**src/core/board_decode_pkg.sv**
```systemverilog
package board_decode_pkg;

  // Function codes.
  localparam logic [2:0] FC_USER_DATA  = 3'h1;
  localparam logic [2:0] FC_USER_PROG  = 3'h2;
  localparam logic [2:0] FC_SUPER_DATA = 3'h5;
  localparam logic [2:0] FC_SUPER_PROG = 3'h6;
  localparam logic [2:0] FC_CPU_SPACE  = 3'h7;

  // CPU space fields.
  localparam logic [3:0] CPU_IACK_TYPE  = 4'hF;
  localparam logic [6:0] CPU_COPROC_SEL = 7'h11;

  // Main map boundaries.
  localparam logic [31:0] VME_TOP       = 32'hEFFFFFFF;
  localparam logic [31:0] A24_LIMIT     = 32'h01000000;
  localparam logic [31:0] VME_A24_D16_LO = 32'hF0000000;
  localparam logic [31:0] VME_A24_D16_HI = 32'hF0FFFFFF;
  localparam logic [31:0] VME_A32_D16_HI = 32'hFF7FFFFF;
  localparam logic [31:0] ROM1_LO       = 32'hFF800000;
  localparam logic [31:0] ROM2_LO       = 32'hFFA00000;
  localparam logic [31:0] ROM2_HI       = 32'hFFBFFFFF;
  localparam logic [31:0] SHORT_IO_LO   = 32'hFFFF0000;
  localparam logic [15:0] LOCAL_IO_PAGE = 16'hFFFE;

  // Local I/O 2KB block numbers within the FFFE page (address bits 15:11).
  localparam logic [4:0] BLK_BBRAM   = 5'h00;
  localparam logic [4:0] BLK_PERIPH  = 5'h02;
  localparam logic [4:0] BLK_LAN     = 5'h03;
  localparam logic [4:0] BLK_BUSIF   = 5'h04;
  localparam logic [4:0] BLK_PRINTER = 5'h05;
  localparam logic [4:0] BLK_SER_A   = 5'h06;
  localparam logic [4:0] BLK_SER_B   = 5'h07;
  localparam logic [4:0] BLK_SCSI_0  = 5'h08;
  localparam logic [4:0] BLK_SCSI_1  = 5'h09;
  localparam logic [10:0] TOD_FIRST  = 11'h7F8;

  // Boot window length in bus cycles.
  localparam logic [2:0] BOOT_CYCLES = 3'h4;

  // RAM base field.
  localparam logic [4:0] RBA_WRAP0 = 5'h1C;
  localparam logic [4:0] RBA_WRAP1 = 5'h1D;
  localparam logic [4:0] RBA_LAST  = 5'h1B;

  // Default DRAM capacity in megabytes.
  localparam int DRAM_MB_DEFAULT = 4;

  // Selection targets.
  typedef enum logic [4:0] {
    TGT_NONE, TGT_DRAM, TGT_VME, TGT_ROM1, TGT_ROM2, TGT_BBRAM, TGT_TOD, TGT_PERIPH,
    TGT_LAN, TGT_BUSIF, TGT_PRN_DATA, TGT_PRN_STAT, TGT_SER1, TGT_SER2, TGT_SER3,
    TGT_SER4, TGT_SCSI, TGT_COPROC, TGT_IACK, TGT_FLINE
  } target_e;

  // Port widths.
  typedef enum logic [1:0] {
    PORT_D8, PORT_D16, PORT_D32
  } port_e;

  // VMEbus address space of an outbound cycle.
  typedef enum logic [1:0] {
    SPACE_A16, SPACE_A24, SPACE_A32
  } space_e;

  // Coprocessor register access kinds.
  typedef enum logic [1:0] {
    CP_RW, CP_RO, CP_WO, CP_RSVD
  } cp_access_e;

endpackage : board_decode_pkg

```
**src/core/board_address_decoder.sv**
```systemverilog
`timescale 1ns/1ps
// Operation
// - FC 0, 3, 4 select nothing
// - Data/program spaces select memory and I/O
// - CPU space: coprocessor and IACK only
// - Low addresses hit cacheable D32 DRAM
// - First four cycles go to ROM 1
// - DRAM top to EFFFFFFF is VMEbus
// - BBRAM plus clock image repeats per 2KB
// - Serial controller ports decoded and repeated
// - Ports map to controller channels A/B
// - Printer: write data, read status
// - Missing LAN times out
// - SCSI registers repeat, via peripheral chip
// - Coprocessor ID 1 selects coprocessor
// - A4-A0 pick coprocessor register width
// - Read-only writes ignored, write-only reads ones
// - Absent coprocessor gives F-line exception
// - A19-A16 all ones marks acknowledge
// - Handler picks source within level
// - VMEbus reaches only DRAM, globals, interrupter
// - Base field places DRAM window, wraps
// - High windows accept extended modifiers only
module board_address_decoder
  import board_decode_pkg::*;
#(
  parameter int   DRAM_MB       = DRAM_MB_DEFAULT,
  parameter logic LAN_FITTED    = 1'b1,
  parameter logic COPROC_FITTED = 1'b1
) (
  // Clock and reset.
  input  wire logic        sys_clk_i,
  input  wire logic        resetn_i,
  // Processor cycle.
  input  wire logic        cyc_start_i,
  input  wire logic [2:0]  function_code_lines_i,
  input  wire logic [31:0] addr_i,
  input  wire logic        read_i,
  // Interrupt sources, one bit per level per source slot.
  input  wire logic [7:0]  irq_pending_i [8],
  // VMEbus slave access.
  input  wire logic        vme_cyc_start_i,
  input  wire logic [31:0] vme_addr_i,
  input  wire logic        vme_extended_i,
  input  wire logic        vme_ram_cycle_i,
  input  wire logic        vme_global_hit_i,
  input  wire logic        vme_iack_hit_i,
  input  wire logic [4:0]  ram_base_i,
  // Local decode.
  output target_e          target_o,
  output port_e            port_o,
  output logic             cache_inhibit_o,
  output space_e           vme_space_o,
  output logic [1:0]       serial_ctrl_o,
  output logic             serial_chan_b_o,
  output logic [4:0]       cp_reg_o,
  output logic             cp_suppress_o,
  output logic [2:0]       iack_level_o,
  output logic [2:0]       iack_source_o,
  output logic             iack_none_o,
  output logic             boot_done_o,
  // VMEbus slave decode.
  output logic             vme_dram_sel_o,
  output logic [31:0]      vme_dram_offset_o,
  output logic             vme_global_sel_o,
  output logic             vme_iack_sel_o
);

  localparam logic [31:0] DRAM_TOP = 32'((64'(DRAM_MB) << 20) - 64'h1);

  // Picks the lowest pending source at a level.
  function automatic logic [3:0] pick_source(input logic [7:0] pend);
    logic [3:0] r;
    r = 4'h8;
    for (int i = 7; i >= 0; i--) begin
      if (pend[i]) begin
        r = {1'b0, 3'(i)};
      end
    end
    return r;
  endfunction : pick_source

  // Coprocessor register access kind from A4-A0.
  function automatic cp_access_e cp_access(input logic [4:0] a);
    cp_access_e k;
    k = CP_RSVD;
    if (a[4:2] == 3'h4 || a[4:2] == 3'h6 || a[4:2] == 3'h7) begin
      k = CP_RW;
    end else begin
      case (a[4:1])
        4'h0, 4'h2, 4'hA: k = CP_RO;
        4'h1, 4'h5, 4'h7: k = CP_WO;
        4'h3:             k = CP_RW;
        default:          k = CP_RSVD;
      endcase
    end
    return k;
  endfunction : cp_access

  target_e    target_q,  target_d;
  port_e      port_q,    port_d;
  space_e     space_q,   space_d;
  logic       ci_q,      ci_d;
  logic [1:0] sctl_q,    sctl_d;
  logic       sch_q,     sch_d;
  logic [4:0] cpr_q,     cpr_d;
  logic       cps_q,     cps_d;
  logic [2:0] lvl_q,     lvl_d;
  logic [2:0] src_q,     src_d;
  logic       none_q,    none_d;
  logic [2:0] boot_q,    boot_d;
  logic       done_q,    done_d;
  logic       vdram_q,   vdram_d;
  logic [31:0] voff_q,   voff_d;
  logic       vglb_q,    vglb_d;
  logic       viak_q,    viak_d;
  logic       win_hit;
  logic [31:0] win_off;
  logic [4:0] blk;
  logic [3:0] pick;
  cp_access_e acc;

  vme_dram_window #(
    .DRAM_MB(DRAM_MB)
  ) u_window (
    .vme_addr_i     (vme_addr_i),
    .vme_extended_i (vme_extended_i),
    .vme_ram_cycle_i(vme_ram_cycle_i),
    .ram_base_i     (ram_base_i),
    .hit_o          (win_hit),
    .offset_o       (win_off)
  );

  // Boot counter: counts the first bus cycles after reset.
  always_comb begin
    boot_d = boot_q;
    if (cyc_start_i && boot_q != BOOT_CYCLES) begin
      boot_d = boot_q + 3'h1;
    end
    done_d = (boot_d == BOOT_CYCLES);
  end

  always_comb begin
    blk    = addr_i[15:11];
    pick   = pick_source(irq_pending_i[addr_i[3:1]]);
    acc    = cp_access(addr_i[4:0]);
    target_d = target_q;
    port_d   = port_q;
    space_d  = space_q;
    ci_d     = ci_q;
    sctl_d   = sctl_q;
    sch_d    = sch_q;
    cpr_d    = cpr_q;
    cps_d    = cps_q;
    lvl_d    = lvl_q;
    src_d    = src_q;
    none_d   = none_q;
    if (cyc_start_i) begin
      target_d = TGT_NONE;
      port_d   = PORT_D16;
      space_d  = SPACE_A32;
      ci_d     = 1'b1;
      sctl_d   = 2'h0;
      sch_d    = 1'b0;
      cpr_d    = 5'h00;
      cps_d    = 1'b0;
      src_d    = 3'h0;
      none_d   = 1'b0;
      lvl_d    = 3'h0;
      case (function_code_lines_i)
        FC_USER_DATA, FC_USER_PROG, FC_SUPER_DATA, FC_SUPER_PROG: begin
          if (addr_i <= DRAM_TOP) begin
            port_d = PORT_D32;
            if (boot_q != BOOT_CYCLES) begin
              target_d = TGT_ROM1;
              port_d   = PORT_D16;
            end else begin
              target_d = TGT_DRAM;
              ci_d     = 1'b0;
            end
          end else if (addr_i <= VME_TOP) begin
            target_d = TGT_VME;
            port_d   = PORT_D32;
            space_d  = (addr_i < A24_LIMIT) ? SPACE_A24 : SPACE_A32;
          end else if (addr_i <= VME_A24_D16_HI) begin
            target_d = TGT_VME;
            space_d  = SPACE_A24;
          end else if (addr_i <= VME_A32_D16_HI) begin
            target_d = TGT_VME;
          end else if (addr_i < ROM2_LO) begin
            target_d = TGT_ROM1;
          end else if (addr_i <= ROM2_HI) begin
            target_d = TGT_ROM2;
          end else if (addr_i >= SHORT_IO_LO) begin
            target_d = TGT_VME;
            space_d  = SPACE_A16;
          end else if (addr_i[31:16] == LOCAL_IO_PAGE) begin
            port_d = PORT_D8;
            case (blk)
              BLK_BBRAM, 5'h01: begin
                target_d = (addr_i[10:0] >= TOD_FIRST) ? TGT_TOD : TGT_BBRAM;
              end
              BLK_PERIPH: begin
                target_d = TGT_PERIPH;
                port_d   = (addr_i[5:4] == 2'h0) ? PORT_D32 : PORT_D16;
              end
              BLK_LAN: begin
                target_d = LAN_FITTED ? TGT_LAN : TGT_NONE;
                port_d   = PORT_D16;
              end
              BLK_BUSIF: begin
                target_d = TGT_BUSIF;
                port_d   = PORT_D16;
              end
              BLK_PRINTER: begin
                target_d = read_i ? TGT_PRN_STAT : TGT_PRN_DATA;
              end
              BLK_SER_A, BLK_SER_B: begin
                // Low pair of bytes is channel B, high pair channel A.
                sctl_d   = (blk == BLK_SER_A) ? 2'h1 : 2'h2;
                sch_d    = ~addr_i[1];
                target_d = (blk == BLK_SER_A) ? (addr_i[1] ? TGT_SER1 : TGT_SER2)
                                              : (addr_i[1] ? TGT_SER3 : TGT_SER4);
              end
              BLK_SCSI_0, BLK_SCSI_1: begin
                target_d = TGT_SCSI;
              end
              default: begin
                target_d = TGT_NONE;
              end
            endcase
          end
        end
        FC_CPU_SPACE: begin
          if (addr_i[19:16] == CPU_IACK_TYPE) begin
            target_d = TGT_IACK;
            lvl_d    = addr_i[3:1];
            src_d    = pick[2:0];
            none_d   = pick[3];
          end else if (addr_i[19:13] == CPU_COPROC_SEL) begin
            target_d = COPROC_FITTED ? TGT_COPROC : TGT_FLINE;
            cpr_d    = addr_i[4:0];
            port_d   = (acc == CP_RW && addr_i[4]) ? PORT_D32 : PORT_D16;
            cps_d    = (!read_i && acc == CP_RO) || (read_i && acc == CP_WO);
          end
        end
        default: begin
          target_d = TGT_NONE;
        end
      endcase
    end
  end

  // Only the three permitted resources answer the VMEbus.
  always_comb begin
    vdram_d = 1'b0;
    vglb_d  = 1'b0;
    viak_d  = 1'b0;
    voff_d  = voff_q;
    if (vme_cyc_start_i) begin
      vdram_d = win_hit;
      voff_d  = win_off;
      vglb_d  = vme_global_hit_i;
      viak_d  = vme_iack_hit_i;
    end
  end

  always_ff @(posedge sys_clk_i or negedge resetn_i) begin
    if (!resetn_i) begin
      target_q <= TGT_NONE;
      port_q   <= PORT_D16;
      space_q  <= SPACE_A32;
      ci_q     <= 1'b1;
      sctl_q   <= 2'h0;
      sch_q    <= 1'b0;
      cpr_q    <= 5'h00;
      cps_q    <= 1'b0;
      lvl_q    <= 3'h0;
      src_q    <= 3'h0;
      none_q   <= 1'b0;
      boot_q   <= 3'h0;
      done_q   <= 1'b0;
      vdram_q  <= 1'b0;
      voff_q   <= 32'h0;
      vglb_q   <= 1'b0;
      viak_q   <= 1'b0;
    end else begin
      target_q <= target_d;
      port_q   <= port_d;
      space_q  <= space_d;
      ci_q     <= ci_d;
      sctl_q   <= sctl_d;
      sch_q    <= sch_d;
      cpr_q    <= cpr_d;
      cps_q    <= cps_d;
      lvl_q    <= lvl_d;
      src_q    <= src_d;
      none_q   <= none_d;
      boot_q   <= boot_d;
      done_q   <= done_d;
      vdram_q  <= vdram_d;
      voff_q   <= voff_d;
      vglb_q   <= vglb_d;
      viak_q   <= viak_d;
    end
  end

  assign target_o          = target_q;
  assign port_o            = port_q;
  assign cache_inhibit_o   = ci_q;
  assign vme_space_o       = space_q;
  assign serial_ctrl_o     = sctl_q;
  assign serial_chan_b_o   = sch_q;
  assign cp_reg_o          = cpr_q;
  assign cp_suppress_o     = cps_q;
  assign iack_level_o      = lvl_q;
  assign iack_source_o     = src_q;
  assign iack_none_o       = none_q;
  assign boot_done_o       = done_q;
  assign vme_dram_sel_o    = vdram_q;
  assign vme_dram_offset_o = voff_q;
  assign vme_global_sel_o  = vglb_q;
  assign vme_iack_sel_o    = viak_q;
endmodule : board_address_decoder

```
**src/core/vme_dram_window.sv**
```systemverilog
`timescale 1ns/1ps
module vme_dram_window
  import board_decode_pkg::*;
#(
  parameter int DRAM_MB = DRAM_MB_DEFAULT
) (
  // Slave access.
  input  wire logic [31:0] vme_addr_i,
  input  wire logic        vme_extended_i,
  input  wire logic        vme_ram_cycle_i,
  // Base field.
  input  wire logic [4:0]  ram_base_i,
  // Result.
  output logic             hit_o,
  output logic [31:0]      offset_o
);

  localparam logic [32:0] CAP = 33'(DRAM_MB) << 20;

  logic [4:0]  slot;
  logic [32:0] base;
  logic [32:0] top;

  always_comb begin
    slot = ram_base_i;
    if (ram_base_i == RBA_WRAP0) begin
      slot = 5'h00;
    end else if (ram_base_i == RBA_WRAP1) begin
      slot = 5'h01;
    end
    base = 33'(slot) * CAP;
    top  = base + CAP;
    hit_o = 1'b0;
    // Windows at 16MB or above take only extended modifiers.
    if (vme_ram_cycle_i && ram_base_i <= RBA_WRAP1 &&
        ({1'b0, vme_addr_i} >= base) && ({1'b0, vme_addr_i} < top) &&
        (vme_extended_i || base < {1'b0, A24_LIMIT})) begin
      hit_o = 1'b1;
    end
    offset_o = vme_addr_i - base[31:0];
  end

endmodule : vme_dram_window

```
**config.mk**
```make
export PLATFORM = sky130hd
export DESIGN_NAME = board_address_decoder
export DESIGN_NICKNAME = d
export VERILOG_FILES = /design/src/core/board_decode_pkg.sv /design/src/core/board_address_decoder.sv /design/src/core/vme_dram_window.sv
export SDC_FILE = /design/constraint.sdc
export NUM_CORES = 1
export LEC_CHECK = 0
export BUFFER_PORTS_ARGS = -buffer_cell sky130_fd_sc_hd__buf_2
export CAP_MARGIN = 20
export CORE_MARGIN = 2
export CORE_UTILIZATION = 35
export CTS_CLUSTER_SIZE = 12
export DETAILED_ROUTE_END_ITERATION = 8
export PLACE_DENSITY = 0.74
export RECOVER_POWER = 100
export SYNTH_ARGS = -nofsm -noshare
export SYNTH_HDL_FRONTEND = slang
export SYNTH_SLANG_ARGS = --single-unit
```
**constraint.sdc**
```tcl
create_clock -name sys_clk_i -period 1.7 [get_ports sys_clk_i]
set_clock_uncertainty 0.05 [all_clocks]
set_input_delay 0.17 -clock sys_clk_i [delete_from_list [all_inputs] [get_ports sys_clk_i]]
set_output_delay 0.17 -clock sys_clk_i [all_outputs]
set_load 0.01 [all_outputs]
```
==> impl_metrics.toml <==
[power]
peakVddDrop_uv = 630
powerDensity_mw_per_mm2 = 809
totalPowerFinal_mw = 4.91
p_leak_nw = 2.80

[synthesis]
post-synth-top-count-cell = "dfrtp_1"
synthArstFlopShare = 1.00
ys_types = 63
synth_xor_area_frac = 0.0172
synth.largest_area_cell = "dfrtp_1"
syn_avg_cell_area_um2 = 10.4
muxShareOfSynthArea = 0.177
syn_inst = 393
synth-simple-area-share = 0.167
ys_top_cells_by_count = "dfrtp_1 (62), nor2_1 (33), mux2_2 (30)"
synth_edf_count = 0
synth.area.top_cells = "dfrtp_1 (38%), mux2_2 (8.3%), mux4_1 (5.2%)"
synth_fp_nets = 555
synth_top_family_by_area = "multiplexers"
yosys_warnings = 0
ys.flop_type = "dfrtp_1"
synth_seq_cells = 65
synthAdderAreaFrac = 0.0541
yosys.area.top_type_share = 0.381
synth_compound_area_frac = 0.144
ys_seq_area_frac = 0.400
mappedNetlistArea_mm2 = 0.00407

[route]
wl_um = 13100
firstDrtPassIters = 6
ant_nets = 0
detail_route.iter0.violations = 295
wl_per_cell_um = 16.3
viasPerCell = 5.31
route.detailed.drc = 0
vias = 4263

[timing]
tightest_slew_ps = 894
layout_setup_ws_ps = -151
rsz0062_at_grt = "true"
relSlewSlack = 0.404
whs_ps = 17.3
setup_viol = 7
hold_viol_final = 0
tns_ps = -666
slew_violations = 0
fin_crit_sh = 1.09
final.min_clock_period_ps = 1850
fmax_ghz = 0.540

[floorplanning]
io_pins = 207
fp.dieW_um = 112
initial_core_util = 0.358
dieArea_mm2 = 0.0125
placementRows = 39
core-area_mm2 = 0.0114
die_y_um = 112

[setup_path]
path_depth = 12
r2r_end = "boot_done_o$_DFF_PN0_"
worstSetupEndpoint = "vme_dram_offset_o[29]$_DFFE_PN0P_"
critPathLaunchType = "input pin"
rr_startpoint = "boot_q[0]$_DFF_PN0_"
slowest_stage = "or3_1"
crit_arrival_ps = 2040
cp_cell_sequence = "buf_12 -> inv_12 -> ha_4 -> o21ai_4 -> nand2_2 -> ha_4 -> nor2b_4 -> o21ai_2 -> a21boi_2 -> o21a_1 -> or3_1 -> a31oi_2"
required_ps = 1890
reg2reg_slack_ps = 120
crit_path_max_fanout = 3
cpPeakStageDelay_ps = 360
crit_buf_inv = 2
critical_path.top_delay_family = "compound AO/OA/AOI/OAI gates"
crit_start = "ram_base_i[1]"
crit_path_frequent_cell = "ha_4"
reg2reg_depth = 6
cp-end-kind = "flop"
crit_type = "in2reg"

[clock_network]
cts_buffers = 9
cts_tree = "done"
cts-root-buf = "clkbuf_16"
htreeDepth = 3
insertion_delay_ps = 320
clk_pin_slew_ps = 60
clk_path_buf_depth = 2
clkSinkCount = 65

[layout]
syn2layout_area_growth_pct = 49.2
fillers = 1029
nets = 817
seqCellArea_mm2 = 0.00163
fin_cells = 803
antenna_cells = 0
multi_input_area_mm2 = 0.00243
drive_gt1_frac = 0.429
post-route-util = 0.535

[placement]
hpwlAfterDp_um = 10200
dp.cells = 780
gp_congestion = 0.885
io_buffer_count = 206

[global_routing]
grt_max_degree = 66
grt_pass1_wl_um = 20600
track_usage = 0.202
grt_overflow = 0
grt_pass1_vias = 4324
antenna_found_initial = 0

[run]
drv_cap = 0

[outcome]
status = "finished, violations left"
violations = "setup timing"

[min_path]
hold_class = "in2reg"
## final cells by class
class                      count  area share
multi-input combinational    290       0.400
clock inverter                 6      0.0111
tap                          143      0.0294
inverter                      21      0.0159
timing repair buffer         268       0.236
sequential                    65       0.268
clock buffer                  10      0.0393
## layer usage
metal | global-route usage | wire, um | part of all wire | vias to the layer above
li1 | - | - | - | 2012
met1 | 0.241 | 5220 | 0.40 | 2030
met2 | 0.370 | 6770 | 0.52 | 201
met3 | 0.0403 | 869 | 0.066 | 20
met4 | 0.0519 | 221 | 0.017 | 0
met5 | 0 | 0 | 0 | -
## cells by family after synthesis
group	count (synthesis)
flops	65
compound gates	84
simple gates	132
mux	49
buf+inv	38
xor+xnor	8
fa+ha+maj	17
## power by group
| part | switching (mW) | internal (mW) | total (mW) |
|---|---|---|---|
| Combinational | 0.640 | 0.616 | 1.26 |
| Sequential | 0.0878 | 1.70 | 1.79 |
| Clock | 0.692 | 1.18 | 1.87 |
| Total | 1.42 | 3.49 | 4.91 |
## sequential cells by signal, summed over array words and instances (netlist names), 2 cells and up
name	count
cp_reg_o	5
iack_level_o	3
vme_space_o	2
boot_q	3
vme_dram_offset_o	32
iack_source_o	3
port_o	2
target_o	5
serial_ctrl_o	2
## worst register-to-register path, cell delays in order (launching register included)
cell     delay [ps]
dfrtp_1         350
inv_1            70
ha_1            210
a21oi_1         290
nand2_1         110
xnor2_1         190
nor3b_1         210
## cells in the final DEF (no fill, tap or decap), drive strengths merged, types with 4 or more instances in the layout
cell type,instances
mux4,13
o2bb2ai,9
a22o,4
or3,4
nor4,8
a31oi,6
inv,20
xnor2,4
nor2,33
nor2b,5
a21oi,14
clkbuf,86
mux2,30
mux2i,6
nand2b,9
buf,190
xor2,4
nand2,26
ha,16
nand3,9
dfrtp,62
clkinv,4
o21ai,15
nor3b,4
nor3,10
nand4,13
## how the worst min path moves through the flow
stage / from / endpoint / slack, ps / depth (start not counted)
floorplan: resetn_i / boot_done_o$_DFF_PN0_ / -180 / 0
global placement: resetn_i / target_o[0]$_DFFE_PN0P_ / 160 / 2
detailed placement: resetn_i / vme_iack_sel_o$_DFF_PN0_ / 170 / 2
CTS: vme_global_hit_i / vme_global_sel_o$_DFF_PN0_ / 7 / 2
global route: vme_global_hit_i / vme_global_sel_o$_DFF_PN0_ / 20 / 2
finish: vme_global_hit_i / vme_global_sel_o$_DFF_PN0_ / 20 / 2
## through the flow
step | cell area (um2) | setup WS (ps)
5_1_grt | 6080 | -208
3_5_place_dp | 5690 | -731
6_report | 6080 | -151
2_1_floorplan | 4150 | -402
3_3_place_gp | 5690 | -669
4_1_cts | 6110 | -70.2
## repair_timing
action | in CTS | in global routing
endpoints found under the setup margin | 9 | 9
hold endpoints to repair | 63 | 0
buffers inserted | 4 | 3
gates resized for setup | 19 | 18
hold buffers | 2 | 0
pin swaps | 14 | 10
(Power assumes the default switching activity.)
